`config.mk`:
```
export PLATFORM = sky130hd
export DESIGN_NAME = ledsd_top
export DESIGN_NICKNAME = d
export VERILOG_FILES = /design/src/rtl/ledsd_pkg.sv /design/src/rtl/ledsd_stretch.sv /design/src/rtl/ledsd_timer.sv /design/src/rtl/ledsd_top.sv
export SDC_FILE = /design/constraint.sdc
export NUM_CORES = 1
export LEC_CHECK = 0
export ABC_AREA = 1
export BUFFER_PORTS_ARGS = -buffer_cell sky130_fd_sc_hd__buf_2
export CAP_MARGIN = 25
export CORE_MARGIN = 1.5
export CORE_UTILIZATION = 35
export DETAILED_ROUTE_END_ITERATION = 10
export GPL_TIMING_DRIVEN = 0
export PLACE_DENSITY = 0.54
export SLEW_MARGIN = 0
export SYNTH_ARGS = -nofsm -noshare
export SYNTH_HDL_FRONTEND = slang
export SYNTH_SLANG_ARGS = --single-unit
```
`constraint.sdc`:
```
create_clock -name CLK_SYS_IN -period 2.7 [get_ports CLK_SYS_IN]
set_clock_uncertainty 0.2 [all_clocks]
set_input_delay 0.27 -clock CLK_SYS_IN [delete_from_list [all_inputs] [get_ports CLK_SYS_IN]]
set_output_delay 0.27 -clock CLK_SYS_IN [all_outputs]
set_load 0.05 [all_outputs]
```
`src/rtl/ledsd_pkg.sv`:
```
// Notes on behaviour
// - captured data bit 7 at mode load picks minimum (0) or maximum (1) display.
// - minimum mode shows four hub-wide flags: jabber, any collision, reception, partition.
// - minimum mode: collision bit 1, reception bit 2, jabber bit 3, partition bit 4.
// - minimum mode pulses lower strobe for one octal latch; upper strobe stays high.
// - maximum mode: link bit 0, collision 1, reception 2, inverse polarity bit 4.
// - inverse polarity is shown only for ports using the internal transceiver.
// - maximum mode puts the port's latch address on bits 7 to 5.
// - lower strobe serves ports 1 to 7, upper strobe ports 8 to 13.
// - lower address 0 holds hub flags, 1..7 ports 1..7; upper 0..5 ports 8..13.
// - bit 3 carries jabber at lower address 0 and partition at port addresses.
// - rising edge of mode-load reset starts a one second all-LEDs-lit test.
// - no packet repetition while the LED test runs.
// - after a packet ends, displayed activity freezes 30 ms or until next packet.
// - periodic interrupt halts update cycles; they resume once it is serviced.
// - mode-load reset held low keeps all display logic in reset.
// - processor strobe lets the current update finish, then enables the bus buffer.
package ledsd_pkg;
  localparam int unsigned CLK_PERIOD_NS    = 50;
  localparam int unsigned NS_PER_MS        = 1000000;
  localparam int unsigned LED_TEST_TIME_MS = 1000;
  localparam int unsigned STRETCH_TIME_MS  = 30;
  localparam int unsigned LED_TEST_CYCLES  = LED_TEST_TIME_MS * (NS_PER_MS / CLK_PERIOD_NS);
  localparam int unsigned STRETCH_CYCLES   = STRETCH_TIME_MS * (NS_PER_MS / CLK_PERIOD_NS);
  localparam int unsigned PHASE_DIV        = 4;

  localparam int unsigned NUM_PORTS   = 13;
  localparam int unsigned MODE_BIT    = 7;
  localparam logic [3:0]  LOWER_SLOTS = 4'h8;
  localparam logic [3:0]  LAST_SLOT   = 4'hd;

  localparam int unsigned D_LINK   = 0;
  localparam int unsigned D_COL    = 1;
  localparam int unsigned D_REC    = 2;
  localparam int unsigned D_PART   = 3;
  localparam int unsigned D_POL    = 4;
  localparam int unsigned ADDR_LSB = 5;

  localparam logic [7:0] MIN_TEST_MASK  = 8'h1e;
  localparam logic [7:0] HUB_TEST_MASK  = 8'h0e;
  localparam logic [7:0] AUI_TEST_MASK  = 8'h0e;
  localparam logic [7:0] PORT_TEST_MASK = 8'h1f;
  localparam logic [7:0] DATA_RESET     = 8'h00;

  typedef enum logic [1:0] {LEDSD_SETUP, LEDSD_STROBE, LEDSD_HOLD, LEDSD_PAUSE} ledsd_phase_t;

  function automatic logic [2:0] ledsd_bank_addr(input logic [3:0] slot);
    ledsd_bank_addr = (slot < LOWER_SLOTS) ? slot[2:0] : 3'(slot - LOWER_SLOTS);
  endfunction : ledsd_bank_addr

  function automatic logic [3:0] ledsd_port_idx(input logic [3:0] slot);
    ledsd_port_idx = (slot == 4'h0) ? 4'h0 : 4'(slot - 4'h1);
  endfunction : ledsd_port_idx
endpackage : ledsd_pkg

```
`src/rtl/ledsd_stretch.sv`:
```
`timescale 1ns/1ps
`default_nettype none
module ledsd_stretch
  import ledsd_pkg::*;
#(
  parameter int unsigned FREEZE_CYCLES = STRETCH_CYCLES
) (
  input  wire logic                 clk_in,
  input  wire logic                 rst_n_in,
  input  wire logic                 repeat_active_in,
  input  wire logic [NUM_PORTS-1:0] port_collision_in,
  input  wire logic [NUM_PORTS-1:0] port_reception_in,
  output var  logic [NUM_PORTS-1:0] shown_collision_out,
  output var  logic [NUM_PORTS-1:0] shown_reception_out
);
  logic repeat_q;
  logic freeze_busy;
  logic packet_end;

  assign packet_end = repeat_q & ~repeat_active_in;

  // freeze window, cut short by the next packet
  ledsd_timer #(.CYCLES(FREEZE_CYCLES)) u_freeze (
    .clk_in   (clk_in),
    .rst_n_in (rst_n_in),
    .start_in (packet_end),
    .cancel_in(repeat_active_in),
    .busy_out (freeze_busy)
  );

  always_ff @(posedge clk_in) begin
    if (!rst_n_in) begin
      repeat_q <= 1'b0;
    end else begin
      repeat_q <= repeat_active_in;
    end
  end

  // gather activity during a packet, hold it while frozen
  always_ff @(posedge clk_in) begin
    if (!rst_n_in) begin
      shown_collision_out <= '0;
      shown_reception_out <= '0;
    end else if (repeat_active_in) begin
      if (!repeat_q) begin
        shown_collision_out <= port_collision_in;
        shown_reception_out <= port_reception_in;
      end else begin
        shown_collision_out <= shown_collision_out | port_collision_in;
        shown_reception_out <= shown_reception_out | port_reception_in;
      end
    end else if (!(freeze_busy || packet_end)) begin
      shown_collision_out <= port_collision_in;
      shown_reception_out <= port_reception_in;
    end
  end
endmodule : ledsd_stretch
`default_nettype wire

```
`src/rtl/ledsd_timer.sv`:
```
`timescale 1ns/1ps
`default_nettype none
module ledsd_timer
  import ledsd_pkg::*;
#(
  parameter int unsigned CYCLES = 16
) (
  input  wire logic clk_in,
  input  wire logic rst_n_in,
  input  wire logic start_in,
  input  wire logic cancel_in,
  output var  logic busy_out
);
  localparam int unsigned W = $clog2(CYCLES + 1);
  localparam logic [W-1:0] LOAD = W'(CYCLES);

  logic [W-1:0] count;

  always_ff @(posedge clk_in) begin
    if (!rst_n_in) begin
      count <= '0;
    end else if (start_in) begin
      count <= LOAD;
    end else if (cancel_in) begin
      count <= '0;
    end else if (count != '0) begin
      count <= count - W'(1);
    end
  end

  assign busy_out = (count != '0);
endmodule : ledsd_timer
`default_nettype wire

```
`src/rtl/ledsd_top.sv`:
```
`timescale 1ns/1ps
`default_nettype none
module ledsd_top
  import ledsd_pkg::*;
#(
  parameter int unsigned TEST_CYCLES   = LED_TEST_CYCLES,
  parameter int unsigned FREEZE_CYCLES = STRETCH_CYCLES
) (
  input  wire logic                 CLK_SYS_IN,
  input  wire logic                 NRST_IN,
  input  wire logic                 MODE_LOAD_RESET_N_IN,
  input  wire logic [7:0]           DATA_IN,
  input  wire logic [NUM_PORTS-1:0] PORT_COLLISION_IN,
  input  wire logic [NUM_PORTS-1:0] PORT_RECEPTION_IN,
  input  wire logic [NUM_PORTS-1:0] PORT_PARTITION_IN,
  input  wire logic [NUM_PORTS-1:0] PORT_LINK_IN,
  input  wire logic [NUM_PORTS-1:0] PORT_INVERSE_POLARITY_IN,
  input  wire logic [NUM_PORTS-1:0] PORT_INTERNAL_XCVR_IN,
  input  wire logic                 JABBER_PROTECT_FLAG_IN,
  input  wire logic                 REPEAT_ACTIVE_IN,
  input  wire logic                 PERIODIC_INTERRUPT_IN,
  input  wire logic                 PROC_READ_STROBE_IN,
  input  wire logic                 PROC_WRITE_STROBE_IN,
  output var  logic [7:0]           DATA_OUT,
  output var  logic                 DATA_OE_OUT,
  output var  logic                 LOWER_BANK_STROBE_N_OUT,
  output var  logic                 UPPER_BANK_STROBE_N_OUT,
  output var  logic                 BUS_BUFFER_ENABLE_OUT,
  output var  logic                 REPEAT_INHIBIT_OUT,
  output var  logic                 MAX_MODE_OUT
);
  logic                 rst_n;
  logic                 mode_load_q;
  logic                 mode_load_rise;
  logic                 max_mode;
  logic                 test_busy;
  logic [NUM_PORTS-1:0] shown_col;
  logic [NUM_PORTS-1:0] shown_rec;
  logic                 any_col;
  logic                 any_rec;
  logic                 any_part;
  logic                 proc_req;
  logic                 halt_req;
  logic [1:0]           div_count;
  logic                 tick;
  ledsd_phase_t         phase;
  logic [3:0]           slot;
  logic [3:0]           port_idx;
  logic [2:0]           bank_addr;
  logic                 upper_bank;
  logic [7:0]           next_word;
  logic [7:0]           test_mask;

  // mode-load low holds the display logic in reset
  assign rst_n          = NRST_IN & MODE_LOAD_RESET_N_IN;
  assign mode_load_rise = MODE_LOAD_RESET_N_IN & ~mode_load_q;

  always_ff @(posedge CLK_SYS_IN) begin
    if (!NRST_IN) begin
      mode_load_q <= 1'b0;
    end else begin
      mode_load_q <= MODE_LOAD_RESET_N_IN;
    end
  end

  // configuration bit follows the data bus while mode-load is low, held after release
  always_ff @(posedge CLK_SYS_IN) begin
    if (!NRST_IN) begin
      max_mode <= 1'b0;
    end else if (!MODE_LOAD_RESET_N_IN) begin
      max_mode <= DATA_IN[MODE_BIT];
    end
  end

  always_ff @(posedge CLK_SYS_IN) begin
    if (!NRST_IN) begin
      MAX_MODE_OUT <= 1'b0;
    end else begin
      MAX_MODE_OUT <= max_mode;
    end
  end

  // LED test timer
  ledsd_timer #(.CYCLES(TEST_CYCLES)) u_test (
    .clk_in   (CLK_SYS_IN),
    .rst_n_in (rst_n),
    .start_in (mode_load_rise),
    .cancel_in(1'b0),
    .busy_out (test_busy)
  );

  always_ff @(posedge CLK_SYS_IN) begin
    if (!rst_n) begin
      REPEAT_INHIBIT_OUT <= 1'b0;
    end else begin
      REPEAT_INHIBIT_OUT <= test_busy | mode_load_rise;
    end
  end

  // activity stretching
  ledsd_stretch #(.FREEZE_CYCLES(FREEZE_CYCLES)) u_stretch (
    .clk_in             (CLK_SYS_IN),
    .rst_n_in           (rst_n),
    .repeat_active_in   (REPEAT_ACTIVE_IN),
    .port_collision_in  (PORT_COLLISION_IN),
    .port_reception_in  (PORT_RECEPTION_IN),
    .shown_collision_out(shown_col),
    .shown_reception_out(shown_rec)
  );

  assign any_col  = |shown_col;
  assign any_rec  = |shown_rec;
  assign any_part = |PORT_PARTITION_IN;

  assign proc_req = PROC_READ_STROBE_IN | PROC_WRITE_STROBE_IN;
  assign halt_req = proc_req | PERIODIC_INTERRUPT_IN;

  // phase rate divider
  always_ff @(posedge CLK_SYS_IN) begin
    if (!rst_n) begin
      div_count <= 2'h0;
    end else if (div_count == 2'(PHASE_DIV - 1)) begin
      div_count <= 2'h0;
    end else begin
      div_count <= div_count + 2'h1;
    end
  end

  assign tick = (div_count == 2'(PHASE_DIV - 1));

  assign port_idx   = ledsd_port_idx(slot);
  assign bank_addr  = ledsd_bank_addr(slot);
  assign upper_bank = max_mode && (slot >= LOWER_SLOTS);

  // word for the current slot
  always_comb begin
    next_word = DATA_RESET;
    test_mask = DATA_RESET;
    if (!max_mode) begin
      next_word[D_COL]  = any_col;
      next_word[D_REC]  = any_rec;
      next_word[D_PART] = JABBER_PROTECT_FLAG_IN;
      next_word[D_POL]  = any_part;
      test_mask         = MIN_TEST_MASK;
    end else if (slot == 4'h0) begin
      next_word[D_COL]  = any_col;
      next_word[D_REC]  = any_rec;
      next_word[D_PART] = JABBER_PROTECT_FLAG_IN;
      test_mask         = HUB_TEST_MASK;
    end else begin
      next_word[D_COL]  = shown_col[port_idx];
      next_word[D_REC]  = shown_rec[port_idx];
      next_word[D_PART] = PORT_PARTITION_IN[port_idx];
      if (slot == 4'h1) begin
        test_mask = AUI_TEST_MASK;
      end else begin
        next_word[D_LINK] = PORT_LINK_IN[port_idx];
        next_word[D_POL]  = PORT_INVERSE_POLARITY_IN[port_idx] & PORT_INTERNAL_XCVR_IN[port_idx];
        test_mask         = PORT_TEST_MASK;
      end
    end
    if (test_busy) begin
      next_word = next_word | test_mask;
    end
    if (max_mode) begin
      next_word[7:ADDR_LSB] = bank_addr;
    end
  end

  // update cycle sequencer
  always_ff @(posedge CLK_SYS_IN) begin
    if (!rst_n) begin
      phase                   <= LEDSD_SETUP;
      slot                    <= 4'h0;
      DATA_OUT                <= DATA_RESET;
      DATA_OE_OUT             <= 1'b0;
      LOWER_BANK_STROBE_N_OUT <= 1'b1;
      UPPER_BANK_STROBE_N_OUT <= 1'b1;
      BUS_BUFFER_ENABLE_OUT   <= 1'b0;
    end else begin
      unique case (phase)
        LEDSD_SETUP: begin
          if (tick) begin
            if (halt_req) begin
              phase <= LEDSD_PAUSE;
            end else begin
              DATA_OUT    <= next_word;
              DATA_OE_OUT <= 1'b1;
              phase       <= LEDSD_STROBE;
            end
          end
        end
        LEDSD_STROBE: begin
          if (tick) begin
            if (upper_bank) begin
              UPPER_BANK_STROBE_N_OUT <= 1'b0;
            end else begin
              LOWER_BANK_STROBE_N_OUT <= 1'b0;
            end
            phase <= LEDSD_HOLD;
          end
        end
        LEDSD_HOLD: begin
          if (tick) begin
            LOWER_BANK_STROBE_N_OUT <= 1'b1;
            UPPER_BANK_STROBE_N_OUT <= 1'b1;
            if (!max_mode || slot == LAST_SLOT) begin
              slot <= 4'h0;
            end else begin
              slot <= slot + 4'h1;
            end
            phase <= LEDSD_SETUP;
          end
        end
        LEDSD_PAUSE: begin
          if (proc_req) begin
            BUS_BUFFER_ENABLE_OUT <= 1'b1;
            DATA_OE_OUT           <= 1'b0;
          end else begin
            BUS_BUFFER_ENABLE_OUT <= 1'b0;
            if (!PERIODIC_INTERRUPT_IN) begin
              phase <= LEDSD_SETUP;
            end
          end
        end
      endcase
    end
  end
endmodule : ledsd_top
`default_nettype wire

```
* Word-level counts from Yosys, hierarchy flattened *
Index checks and enable logic that the tools add are counted.
Widths: inputs -> output; s select.

word-level totals
  bits in registers = 96
  output and inout bits = 14

cells by class
  $lt $le $gt $ge = 3
  bitwise gates (word level) = 14
  reduce and logical (&&, ||, !) cells = 24
  eq/ne operators = 16
  muxes and demuxes = 57
  add/sub/neg operators = 6

operators by type and width
  kind                   count
  $mux 13                6
  $mux 20                3
  $mux 25                2
  $reduce_or 13->1       3
  $or 13x13->13          2
  $reduce_bool 25->1     1
  $sub 25x1->25 const B  1
  $bmux 1 s4             6
  $mux 8                 3
  $mux 1                 20
  $ne 2x2->1 const B     10
  $reduce_bool 20->1     1
  $sub 20x1->20 const B  1
  $mux 2                 6
  $mux 4                 3
  $reduce_and 4->1       3
  $mux 3                 3
  $or 5x8->8             1
  $pmux 2 s4             1
  $eq 2x2->1 const B     3
  $pmux 1 s2             3
  $reduce_bool 2->1      3
  $lt 4x5->1 const B     1
  $mux 5                 1
  other kinds (23)       33

* Depth between registers and ports, before layout *
Gate-level depths: netlist of the first run.

  word-level depth = 11
  depth in mapped cells = 17

* Cells and area by module *
Synthesis of the first run repeated with hierarchy kept, for this count alone.

unflattened totals
  cell total of the unflattened synthesis = 868
  area, all modules = 5800.6 sq um

by module, submodules not included
  module                             area an instance (sq um)  seq. area each (sq um)  cells each  times used
  ledsd_top                          2069.5                    480.5                   357         1
  ledsd_timer at u_test              1566.5                    500.5                   228         1
  ledsd_timer at u_stretch.u_freeze  1146.1                    400.4                   161         1
  ledsd_stretch                      1018.5                    540.5                   122         1

* Least setup slack after synthesis of the first run *
OpenSTA, ideal clock, no wires.

  kind = register -> register
  from = register slot[0]
  to = register DATA_OUT[3]
  arrival = 1878 ps
  cell stages (with the launch flop) = 15
  setup time = 120 ps
  setup slack = 502 ps
  cells stage by stage = dfxtp_1 buf_2 inv_1 buf_2 ha_1 nand2_2 nand2_2 buf_6 buf_6 o211ai_1 nand3_1 nand2_1 nand2_1 nand3_1 a21oi_1

between the ends
  cells in the longest elaborated chain, start to end = 8
  elaborated cells between the ends (all ways) = 11
  classes of those cells = add/sub: 1; mux: 8; bitwise: 1; reduce/logical: 1

RTL lines
  element                                                RTL line                           RTL
  start, declared                                        ledsd_top.sv:47                    logic [3:0] slot;
  start signal, assigned                                 ledsd_top.sv:210                   slot <= slot + 4'h1;
  $sub 4x1->4 / $logic_not 4->1 (equally long branches)  ledsd_pkg.sv:52, ledsd_top.sv:145
  $mux 4                                                 ledsd_pkg.sv:52                    ledsd_port_idx = (slot == 4'h0) ? 4'h0 : 4'(slot - 4'h1);
  $bmux 1 s4                                             ledsd_top.sv:153                   next_word[D_PART] = PORT_PARTITION_IN[port_idx];
  $mux 1 (implied by the code)                           ledsd_top.sv:153
  $mux 3                                                 ledsd_top.sv:145                   end else if (slot == 4'h0) begin
  $mux 4                                                 ledsd_top.sv:139                   if (!max_mode) begin
  $or 5x8->8                                             ledsd_top.sv:163                   next_word = next_word | test_mask;
  $mux 8 *                                               ledsd_top.sv:162                   if (test_busy) begin
  end signal, assigned                                   ledsd_top.sv:187                   DATA_OUT <= next_word;
  end, declared                                          ledsd_top.sv:24                    output var logic [7:0] DATA_OUT,

Every way passes the cells marked *; elsewhere a longest branch is shown, timed or not. The select of a mux whose other input is x is not followed.
A chain may end at the register's enable or synchronous reset.

* Worst setup path in the final report of the first run *
  from = register slot[0]
  to = register DATA_OUT[2]

between the ends
  cells in the longest elaborated chain, start to end = 8
  elaborated cells between the ends (all ways) = 11
  classes of those cells = add/sub: 1; mux: 8; bitwise: 1; reduce/logical: 1

RTL lines
  element                                                RTL line                           RTL
  $sub 4x1->4 / $logic_not 4->1 (equally long branches)  ledsd_pkg.sv:52, ledsd_top.sv:145
  $mux 4                                                 ledsd_pkg.sv:52
  $bmux 1 s4                                             ledsd_top.sv:152                   next_word[D_REC] = shown_rec[port_idx];
  $mux 1 (implied by the code)                           ledsd_top.sv:152
  $mux 3                                                 ledsd_top.sv:145
  $mux 4                                                 ledsd_top.sv:139
  $or 5x8->8                                             ledsd_top.sv:163
  $mux 8 *                                               ledsd_top.sv:162

Marks and branches as above.

==> results of run 1 <==
==> cell usage in the layout, fill, tap and decap left out, types with 2 or more instances in the layout <==
cell type,synthesis,final
buf_2,6,103
o211ai_1,2,2
o41ai_1,2,2
o21ai_1,2,2
nor2_2,11,12
nand3_1,79,79
nand3b_1,3,3
dlygate4sd3_1,0,26
buf_8,2,2
inv_1,85,84
nand4_1,22,22
a31oi_1,2,2
inv_2,1,2
xnor2_1,11,11
nor2_1,94,93
buf_1,3,3
clkbuf_1,11,13
or2_2,3,3
clkbuf_16,0,9
buf_6,4,6
dfxtp_1,96,96
ha_1,8,8
xor2_1,12,12
nor4_1,8,8
buf_4,3,4
a211oi_1,4,4
clkinvlp_4,0,3
nand2_1,185,185
o21ai_0,45,45
nor3b_1,2,2
a21oi_1,73,73
nor3_1,16,16
clkinv_1,3,2
nor2_4,3,3
nand2_2,3,3
==> state kept, by name, indices dropped and copies added, names as in the netlist <==
register                       cells
u_stretch.shown_collision_out     13
MAX_MODE_OUT                       1
DATA_OE_OUT                        1
slot                               4
u_stretch.repeat_q                 1
REPEAT_INHIBIT_OUT                 1
BUS_BUFFER_ENABLE_OUT              1
max_mode                           1
u_stretch.u_freeze.count          20
div_count                          2
DATA_OUT                           8
UPPER_BANK_STROBE_N_OUT            1
phase                              2
u_stretch.shown_reception_out     13
mode_load_q                        1
LOWER_BANK_STROBE_N_OUT            1
u_test.count                      25
==> worst max-delay path, stage by stage (launching register included) <==
cell and delay [ps]:
dfxtp_1 360, buf_4 190, inv_1 130, buf_6 180, ha_1 240, nor2_1 170
inv_1 70, nand2_2 110, buf_6 170, nand3_1 100, nand2_1 70, nand2_1 40
nand2_1 60, nand2_1 60, nand3_1 100, nand2_1 60, a21oi_1 120
==> kinds of logic after synthesis <==
kind of cell | count (synthesis)
compound gates | 130
flops | 96
simple gates | 436
xor+xnor | 23
fa+ha+maj | 8
buf+inv | 119
==> timing repair <==
action | 4_1_cts | 5_1_grt
hold buffers | 26 | 0
endpoints found under the hold margin | 26 | 0
pin swaps | 0 | 0
resized for setup | 1 | 9
endpoints found under the setup margin | 1 | 5
==> layout make-up <==
class / instances / area, um^2 / area share [%]
multi-input combinational: 597 / 2960 / 44.2
tap: 188 / 235 / 3.52
buffer: 29 / 195 / 2.92
inverter: 90 / 344 / 5.14
timing repair buffer: 126 / 761 / 11.4
sequential: 96 / 1920 / 28.7
clock inverter: 4 / 28.8 / 0.430
clock buffer: 12 / 246 / 3.68
==> worst paths after layout <==
kind         cells after the start               startpoint                  endpoint  slack [ps]
min reg2reg                      1  div_count[0]$_SDFF_PP0_   div_count[0]$_SDFF_PP0_         230
min                              4     MODE_LOAD_RESET_N_IN     max_mode$_SDFFE_PN0N_          10
max reg2reg                     16     slot[0]$_SDFFE_PN0P_  DATA_OUT[2]$_SDFFE_PN0P_         210
max                             16     slot[0]$_SDFFE_PN0P_  DATA_OUT[2]$_SDFFE_PN0P_         210
==> power groups by stage <==
stage	Combinational, W	Clock, W	Sequential [W]
floorplan	0.00235	0	0.00178
global route	0.00346	0.00131	0.00183
CTS	0.00301	0.00126	0.00180
finish	0.00299	0.00122	0.00180
detailed placement	0.00296	0	0.00183
global placement	0.00297	0	0.00183
==> per-stage QoR <==
step / power, W / setup WS, ps / TNS [ps] / hold WS, ps / area [um^2]
CTS: 0.00607 / 78.0 / 0 / 0.806 / 6670
detailed placement: 0.00479 / 10.2 / 0 / 224 / 6130
finish: 0.00602 / 214 / 0 / 13.7 / 6690
floorplan: 0.00413 / 502 / 0 / 168 / 5400
global placement: 0.00480 / -20.6 / -20.6 / 227 / 6130
global route: 0.00660 / 36.2 / 0 / 16.0 / 6690
==> routing by layer <==
layer  global-route usage (%)  wire, um  part of all wire, %  up-vias
li1                         -         -                    -     2938
met1                     25.8      7550                   48     2491
met2                     33.6      7220                   46      130
met3                     3.64       657                  4.2       21
met4                     7.95       308                  2.0        0
met5                        0         0                    0        -
==> summary.md, run 1 <==
| Metric | Value |
|---|---|
| Status | `finished clean` |
| Post-synthesis sequential area ratio | `35.6%` |
| Synth cell count leaders | `185 x nand2_1, 96 x dfxtp_1, 94 x nor2_1` |
| Finished Layout Cells | `1142` |
| Max Clk Rate | `roughly 0.4 GHz` |
| Share of power burned in registers | `29.9%` |
| CTS max path bufs | `2` |
| Cells after DPL | `1100` |
| VDD IR max | `526 uV` |
| Final min period | `2490 ps` |
| Nets@finish | `1051` |
| Pin count of the biggest net entering global routing | `16` |
| Vias per cell | `4.89` |
| Simple-gate share of the synthesized area | `a little over a third` |
| Leakage power | `between 3 and 4 nW` |
| Avg Cell Area, Syn | `6.65 um^2` |
| # setup viols final | `0` |
| Clk pwr share | `20.3%` |
| Fraction of registers with async set/reset | `0%` |
| Final Core Density | `44.2%` |
| # Post-CTS Setup Buffers | `0` |
| Worst min path class | `in2reg` |
| PwrDens | `about 900 nW/um^2` |
| Placement Rows | `45` |
| Synth Area in Adders | `1.85%` |
| Maximum fanout along the worst path | `11` |
| Count of different cell masters after synthesis | `40` |
| Share of cells above drive strength 1 | `16.7%` |
| Clock Pin Slew Worst Setup and Hold Paths | `70 ps` |
| P_sw | `0.00261 W` |
| Worst Setup End Kind | `register` |
| DRT antenna net count | `0` |
| Yosys reg bits | `96` |
| Num Clock Sinks | `96` |
| Initial DRC count | `307` |
| Mux share of post-synthesis cell area | `0%` |
| Vias in the first global route | `5457` |
| Internal Power | `0.00340 W` |
| Clk Latency, worst-skew pair | `360 ps` |
| Die ar. | `16200 um^2` |
| Fillers | `1616` |
| Leading area contributor after synthesis | `dfxtp_1` |
| Root Buffer | `clkbuf_16` |
| Post-Synth XOR/XNOR Area | `3.73%` |
| Area grow syn2layout | `23.9%` |
| Final Cycle Share | `between 90% and 100%` |
| Via count | `between 5k and 6k` |
| Logic pwr share | `~50%` |
| # diodes | `0` |
| Post-synth EDFFs | `0` |
| Synth warnings | `0` |
| Largest family of logic cells by synthesized area | `simple AND/OR/NAND/NOR gates` |
| Synth Instances | `between 800 and 900` |
| HPWL Detailed | `11.8 mm` |
| Clock tree from TritonCTS | `built` |
| DR pass1 iterations | `5` |
| Max-slew violation count | `0` |
| GRT Overall Usage | `between 20% and 30%` |
| Critical path data required time | `2790 ps` |
| Core Box Area | `15100 um^2` |
| GR Overflow Total | `0` |
| Die height | `127 um` |
| Synth Flop Type | `dfxtp_1` |
| DR WL/cell | `13.8 um` |
| Final WL | `15.7 mm` |
| Post-Syn Area | `5400 um^2` |
| Worst-Margin Slew | `587 ps` |
| Count leader, synth | `nand2_1` |
| Initial antenna violation count | `0` |
| Die Width | `127 um` |
| Critical path type | `reg2reg` |
| Synth Area in Compound Gates | `12.5%` |
| Ranking of synthesized cells by area | `dfxtp_1 36%, nand2_1 13%, nand3_1 7.3%` |
| Max cap viols | `0` |
| Synth top area share | `35.6%` |
| # H-tree levels | `3` |
| DRC violations left | `0` |
| First-pass GRT wire length | `approximately 26 mm` |
| IO buf count | `100` |
| WP data arrival | `2580 ps` |
| # IOs | `about 110` |
| Initial Util | `35.6%` |
| Sw Share | `43.5%` |
| RSZ-0062 raised after global routing | `no` |
| Syn nets | `914` |
| Fin. Hold Viols | `0` |
| Slew HR | `60.5%` |
| CTS Buf Count | `9` |
| Setup crit start kind | `register` |
| RePlAce Congestion | `0.832` |
Power figures use the tool's default switching activity.
==> run 2: changes to the inputs <==
- CORE_ASPECT_RATIO: unset -> 0.5
- SYNTH_HIERARCHICAL: unset -> 1
==> run 2 against run 1 <==
Compared with the run above: cell count increased by 8.3%; worst setup slack got worse by 28 ps; count of clock-buffer cells in the layout decreased by 3; first-iteration DRC count decreased by 22%; register-to-register slack got worse by 30 ps; critical path depth unchanged; clock power increased by 9.8%; highest routed layer unchanged.
==> summary.md, run 2 <==
| Metric | Value |
|---|---|
| Num Clock Sinks | `96 (unchanged)` |
| Max Clk Rate | `0.398 GHz (-1.1%)` |
| Leakage power | `3.40 nW (+10%)` |
| Critical path type | `reg2reg` |
| Maximum fanout along the worst path | `11 (unchanged)` |
| Post-Syn Area | `5800 um^2 (+7.4%)` |
| HPWL Detailed | `12.0 mm (+2.0%)` |
| Worst Setup End Kind | `register` |
| Setup crit start kind | `register` |
| Worst min path class | `in2reg` |
| Clk pwr share | `21.6% (+1.3 points)` |
| CTS Buf Count | `9 (unchanged)` |
| Die ar. | `17400 um^2 (+7.5%)` |
| GRT Overall Usage | `18.9% (-1.2 points)` |
| Worst reg2reg path depth | `16 (unchanged)` |
| Internal Power | `0.00351 W (+3.3%)` |
| Sw Share | `43.4% (-0.10 points)` |
| DRC violations left | `0 (unchanged)` |
| GR Overflow Total | `0 (unchanged)` |
| Top Registers | `u_test/count (25), u_stretch/u_freeze/count (20)` |
| P_sw | `0.00269 W (+2.9%)` |
| Final min period | `2510 ps (+27.7 ps)` |
| Max-slew violation count | `0 (unchanged)` |
| First-pass GRT wire length | `25.8 mm (-0.66%)` |
| Initial antenna violation count | `0 (unchanged)` |
| Die height | `94.0 um (-26%)` |
| Logic pwr share | `50.0% (+0.2 points)` |
| Pin count of the biggest net entering global routing | `18 (+2)` |
| # setup viols final | `0 (unchanged)` |
| Post-synthesis sequential area ratio | `33.1% (-2.5 points)` |
| Synth Flop Type | `dfxtp_1` |
| Max cap viols | `0 (unchanged)` |
| Clock Pin Slew Worst Setup and Hold Paths | `70 ps (about the same)` |
| Count of different cell masters after synthesis | `45 (+13%)` |
| VDD IR max | `414 uV (-21%)` |
| Yosys reg bits | `96 (unchanged)` |
| Synth top area share | `33.1% (-2.5 points)` |
| RSZ-0062 raised after global routing | `no` |
| PwrDens | `865 nW/um^2 (-3.8%)` |
| Count leader, synth | `nand2_1` |
| Leading area contributor after synthesis | `dfxtp_1` |
| DR pass1 iterations | `5 (unchanged)` |
| Placement Rows | `33 (-27%)` |
| Initial Util | `35.6% (-0.081 points)` |
| Most flops, register | `u_test/count` |
| Commonest non-fill, non-tap cell in the layout | `nand2_1` |
| Max FFs per register | `25 (unchanged)` |
| Clock tree from TritonCTS | `built` |
| Post-synth EDFFs | `0 (unchanged)` |
| IO buf count | `100 (unchanged)` |
| # IOs | `108 (unchanged)` |
| Ranking of synthesized cells by area | `dfxtp_1 33%, nand2_1 14%, nand3_1 8.4%` |
| Hold Path Depth | `3 (-1)` |
| Root Buffer | `clkbuf_16` |
| Critical path data required time | `2780 ps (about the same)` |
| Synth Instances | `868 (+6.9%)` |
| Vias in the first global route | `5443 (-0.26%)` |
| Cells after DPL | `1195 (+8.6%)` |
| Initial DRC count | `238 (-22%)` |
| # H-tree levels | `3 (unchanged)` |
| Status | `finished clean` |
| WP data arrival | `2590 ps (about the same)` |
| Nets@finish | `1109 (+5.5%)` |
| Final setup TNS | `0 ps (unchanged)` |
| Fin. Hold Viols | `0 (unchanged)` |
| Finished Layout Cells | `1237 (+8.3%)` |
| Synth warnings | `6 (+6)` |
| Fillers | `1740 (+7.7%)` |
| Area grow syn2layout | `23.7%` |
| DR WL/cell | `12.7 um (-7.9%)` |
| Avg Cell Area, Syn | `6.68 um^2 (+0.51%)` |
| Fraction of registers with async set/reset | `0% (unchanged)` |
| Synth cell count leaders | `222 x nand2_1, 103 x nor2_1, 97 x nand3_1` |
| Final Cycle Share | `93.1% (+1.0 points)` |
| CTS max path bufs | `2 (unchanged)` |
| Most frequent cells in the layout | `222 x nand2_1, 103 x nor2_1, 100 x buf_2` |
| Reg2Reg Setup Slack | `190 ps (-30 ps)` |
| Via count | `5829 (+4.5%)` |
| # diodes | `0 (unchanged)` |
| Core Box Area | `16300 um^2 (+7.7%)` |
| Final WL | `15.7 mm (-0.28%)` |
| Syn nets | `971 (+6.2%)` |
| Clk Latency, worst-skew pair | `350 ps (about the same)` |
| RePlAce Congestion | `0.840 (+0.96%)` |
| Share of power burned in registers | `28.4% (-1.5 points)` |
| DRT antenna net count | `0 (unchanged)` |
| Share of cells above drive strength 1 | `20.4% (+3.7 points)` |
| Die Width | `185 um (+45%)` |
| Vias per cell | `4.71 (-3.6%)` |
## run 2: cell count changes in the layout (fill, tap and decap cells not counted), sizes merged, moves of 3 or more
cell,before,now
nand3,79,99
nand2,189,239
xnor2,11,8
nor2,109,134
o211ai,2,5
nand4,23,11
xor2,12,8
o21ai,47,28
inv,88,91
clkbuf,23,15
## run 2: kinds of logic after synthesis
group           count (synthesis)  share of synthesized area [%]
flops                          96                           33.1
xor+xnor                       16                           2.42
buf+inv                       114                           8.78
other cells                     1                         0.0646
fa+ha+maj                       9                           1.94
simple gates                  516                           42.6
compound gates                116                           11.1
## run 2: stage by stage
stage / power, W / worst slack [ps] / hold WS, ps / utilization, % / cell area (um^2)
after global placement: 0.00485 / 52.4 / 212 / 40.4 / 6590
after CTS: 0.00627 / 4.80 / 2.77 / 43.9 / 7160
after floorplan: 0.00427 / 441 / 163 / - / 5800
after global routing: 0.00675 / 26.6 / 14.0 / 44.0 / 7180
after detailed placement: 0.00487 / 24.5 / 220 / 40.4 / 6590
final: 0.00620 / 186 / 12.5 / 44.0 / 7180
## run 2: final timing paths
kind | from | endpoint
max | slot[0]$_SDFFE_PN0P_ | DATA_OUT[4]$_SDFFE_PN0P_
min | PORT_COLLISION_IN[0] | u_stretch/shown_collision_out[0]$_SDFFE_PN0P_
max reg2reg | slot[0]$_SDFFE_PN0P_ | DATA_OUT[4]$_SDFFE_PN0P_
min reg2reg | div_count[0]$_SDFF_PP0_ | div_count[0]$_SDFF_PP0_
## run 2: what timing repair did
action                                 in CTS  in global routing
cloned                                      0                  0
hold buffers                               27                  0
setup endpoints to repair                   1                  5
buffers inserted                            0                  0
pin swaps                                   0                  0
endpoints found under the hold margin      27                  0
resized for setup                           1                  7
## run 2: routing by layer
layer,vias to the layer above,GRT usage [%],wire [um]
met4,0,4.47,136
li1,3101,-,-
met3,11,3.68,455
met5,-,0,0
met2,92,31.9,7180
met1,2625,24.9,7930
## run 2: power by group through the flow
stage | Clock, W | Sequential, W | Combinational [W]
floorplan | 0 | 0.00175 | 0.00252
finish | 0.00134 | 0.00176 | 0.00310
global route | 0.00145 | 0.00179 | 0.00351
CTS | 0.00139 | 0.00176 | 0.00312
detailed placement | 0 | 0.00179 | 0.00307
global placement | 0 | 0.00179 | 0.00305
## run 2: worst max-delay path: stages (launching register included)
cell     delay, ps
dfxtp_1        380
buf_6          160
inv_2          100
buf_6          160
ha_2           210
inv_1          110
nand2_1        120
nand2_4        120
buf_4          180
nand3_1         80
nand2_1         80
nand2_1         80
a21oi_1        140
nand2_1         80
nand2_1         60
nand2_1         60
a21oi_2        100
## run 2: cell type report
cell class | count | area, um^2 | share of cell area (%)
flip-flops and latches | 96 | 1920 | 26.8
inverters | 91 | 344 | 4.80
multi-input cells | 658 | 3370 | 47.0
clock buffers | 9 | 225 | 3.14
repair buffers | 127 | 771 | 10.7
well taps | 227 | 284 | 3.96
plain buffers | 23 | 180 | 2.51
clock inverters | 6 | 77.6 | 1.08
==> run 3: changes to the inputs <==
- CTS_CLUSTER_SIZE: unset -> 12
- MAX_ROUTING_LAYER: unset -> met4
- RECOVER_POWER: unset -> 100
==> run 3 against run 2 <==
Compared with the run above: first-iteration DRC count is 5.0% higher; non-clock buffer count unchanged; critical path depth is the same; via count is 0.82% higher; sequential power barely moved; fmax is essentially flat; sequential cell count is the same; register-to-register slack about the same; sequential share of layout area grew 0.23 points; critical endpoint unchanged.
==> summary.md, run 3 (synthesized netlist as in run 2, its figures left out) <==
| Metric | Value |
|---|---|
| Clock Pin Slew Worst Setup and Hold Paths | `70 ps (about the same)` |
| Worst Path Buf+Inv | `5 (unchanged)` |
| Status | `finished clean` |
| Root Buffer | `clkbuf_16` |
| Die height | `94.0 um (unchanged)` |
| Hold Path Depth | `3 (unchanged)` |
| Routed wl met2 | `7.22 mm (+0.63%)` |
| Leakage power | `3.34 nW (-2.0%)` |
| # IOs | `108 (unchanged)` |
| Initial Util | `35.6% (unchanged)` |
| Critical path data required time | `2780 ps (about the same)` |
| Fillers | `1759 (+1.1%)` |
| Initial DRC count | `250 (+5.0%)` |
| GR Overflow Total | `0 (unchanged)` |
| # setup viols final | `0 (unchanged)` |
| Nets@finish | `1109 (unchanged)` |
| # Post-CTS Setup Buffers | `0 (unchanged)` |
| RePlAce Congestion | `0.853 (+1.5%)` |
| Clk pwr share | `21.8% (+0.2 points)` |
| Core Box Area | `16300 um^2 (unchanged)` |
| Worst reg2reg path depth | `16 (unchanged)` |
| Final WL | `15.7 mm (+0.27%)` |
| Most flops, register | `u_test/count` |
| DR pass1 iterations | `4 (-1)` |
| Logic pwr share | `49.6% (-0.4 points)` |
| Crit path max-delay family | `buffers and inverters` |
| Final setup TNS | `0 ps (unchanged)` |
| Placement Rows | `33 (unchanged)` |
| Highest metal used | `met4` |
| DRC violations left | `0 (unchanged)` |
| # diodes | `0 (unchanged)` |
| Fin. Hold Viols | `0 (unchanged)` |
| Worst-Margin Slew | `637 ps` |
| Max cap viols | `0 (unchanged)` |
| GRT Overall Usage | `19.5% (+0.57 points)` |
| # H-tree levels | `3 (unchanged)` |
| CP max-delay cell | `dfxtp_1` |
| Routed metal-1 wirelength | `7.97 mm (+0.57%)` |
| CTS max path bufs | `2 (unchanged)` |
| Num Clock Sinks | `96 (unchanged)` |
| Critical path type | `reg2reg` |
| Pre-CTS setup slack | `24.5 ps (unchanged)` |
| DRT antenna net count | `0 (unchanged)` |
| Initial antenna violation count | `0 (unchanged)` |
| P_sw | `0.00267 W (-0.86%)` |
| Vias per cell | `4.75 (+0.82%)` |
| Clk Latency, worst-skew pair | `350 ps (about the same)` |
| Setup crit start kind | `register` |
| Max Clk Rate | `0.398 GHz (about the same)` |
| Crit. path cell count | `16 (unchanged)` |
| Final Cycle Share | `93.1% (about the same)` |
| IO buf count | `100 (unchanged)` |
| Top Registers | `u_test/count (25), u_stretch/u_freeze/count (20)` |
| Most frequent cells in the layout | `222 x nand2_1, 105 x nor2_1, 99 x nand3_1` |
| Pin count of the biggest net entering global routing | `18 (unchanged)` |
| Via count | `5877 (+0.82%)` |
| Commonest non-fill, non-tap cell in the layout | `nand2_1` |
| Share of power burned in registers | `28.6% (+0.2 points)` |
| Slew HR | `57.7%` |
| Vias in the first global route | `5431 (-0.22%)` |
| Crit path cell chain | `buf_6, inv_2, buf_6, ha_2, inv_1, nand2_1, nand2_4, buf_4, nand3_1, nand2_1, nand2_1, a21oi_1, nand2_1, nand2_1, nand2_1, a21oi_2` |
| WL met3 | `396 um (-13%)` |
| WP data arrival | `2600 ps (about the same)` |
| Worst Setup End Kind | `register` |
| Internal Power | `0.00350 W (-0.53%)` |
| Area grow syn2layout | `22.6%` |
| Fin Hold WS | `2.03 ps (-10.4 ps)` |
| Max FFs per register | `25 (unchanged)` |
| VDD IR max | `418 uV (+0.98%)` |
| Share of cells above drive strength 1 | `18.1% (-2.3 points)` |
| Die ar. | `17400 um^2 (unchanged)` |
| Maximum fanout along the worst path | `11 (unchanged)` |
| CTS Buf Count | `9 (unchanged)` |
| Max incr delay on CP | `380 ps (about the same)` |
| DR WL/cell | `12.7 um (+0.27%)` |
| RSZ-0062 raised after global routing | `no` |
| HPWL Detailed | `12.0 mm (unchanged)` |
| Final min period | `2510 ps (-0.422 ps)` |
| Setup ws final | `186 ps (+0.422 ps)` |
| Die Width | `185 um (unchanged)` |
| CP dominant cell by count | `nand2_1` |
| Sw Share | `43.3% (-0.080 points)` |
| Worst min path class | `in2reg` |
| PwrDens | `866 nW/um^2 (+0.18%)` |
| Clock tree from TritonCTS | `built` |
| Reg2Reg Setup Slack | `190 ps (about the same)` |
| First-pass GRT wire length | `25.9 mm (+0.13%)` |
| Max-slew violation count | `0 (unchanged)` |
## run 3: changes by cell type in the layout (fill, tap and decap cells not counted), moves of 2 or more
cell      before  now
buf_2        100   85
clkbuf_1       6   21
nand3_1       97   99
nor2_1       103  105
nor3b_1        1    3
nor3b_2        2    0
## run 3: power by group through the flow
stage / Clock [W] / Combinational [W] / Sequential, W
global route: 0.00145 / 0.00346 / 0.00179
floorplan: 0 / 0.00252 / 0.00175
detailed placement: 0 / 0.00307 / 0.00179
global placement: 0 / 0.00305 / 0.00179
CTS: 0.00139 / 0.00312 / 0.00176
finish: 0.00134 / 0.00306 / 0.00176
## run 3: area by class of cell
type	count	area [um^2]	share of cell area [%]
flip-flops and latches	96	1920	27.0
well taps	227	284	3.99
clock buffers	9	225	3.17
multi-input cells	658	3330	46.8
plain buffers	23	180	2.53
repair buffers	127	752	10.6
inverters	91	344	4.84
clock inverters	6	77.6	1.09
## run 3: worst register-to-register path: cells and delay by family, from the launching register on
| kind | cells | cell delay (ps) |
|---|---|---|
| AOI/OAI and AO/OA | 2 | 240 |
| adders and majority gates | 1 | 210 |
| buffers and inverters | 5 | 720 |
| DFF | 1 | 380 |
| and+or+nand+nor | 8 | 690 |
## run 3: metrics by stage
step,area [um^2],total power (W),cells,util [%]
after floorplan,5800,0.00427,868,-
after global placement,6590,0.00485,1195,40.4
after detailed placement,6590,0.00487,1195,40.4
after CTS,7160,0.00627,1237,43.9
after global routing,7110,0.00670,1237,43.6
final,7110,0.00616,1237,43.6
## run 3: repair_timing
item                                    CTS  global route
endpoints found under the setup margin    1             5
endpoints found under the hold margin    27             0
gates resized for setup                   1             7
hold buffers                             27             0
## run 3: final timing paths
| path | end | from |
|---|---|---|
| worst max register to register | DATA_OUT[4]$_SDFFE_PN0P_ | slot[0]$_SDFFE_PN0P_ |
| worst min register to register | div_count[0]$_SDFF_PP0_ | div_count[0]$_SDFF_PP0_ |
| worst max-delay path | DATA_OUT[4]$_SDFFE_PN0P_ | slot[0]$_SDFFE_PN0P_ |
| worst min-delay path | u_stretch/shown_collision_out[0]$_SDFFE_PN0P_ | PORT_COLLISION_IN[0] |
## run 3: routing by layer
metal / vias to the layer above / global-route usage [%]
met5: - / -
met4: 0 / 4.47
met3: 13 / 3.80
met2: 102 / 31.9
met1: 2662 / 24.9
li1: 3100 / -
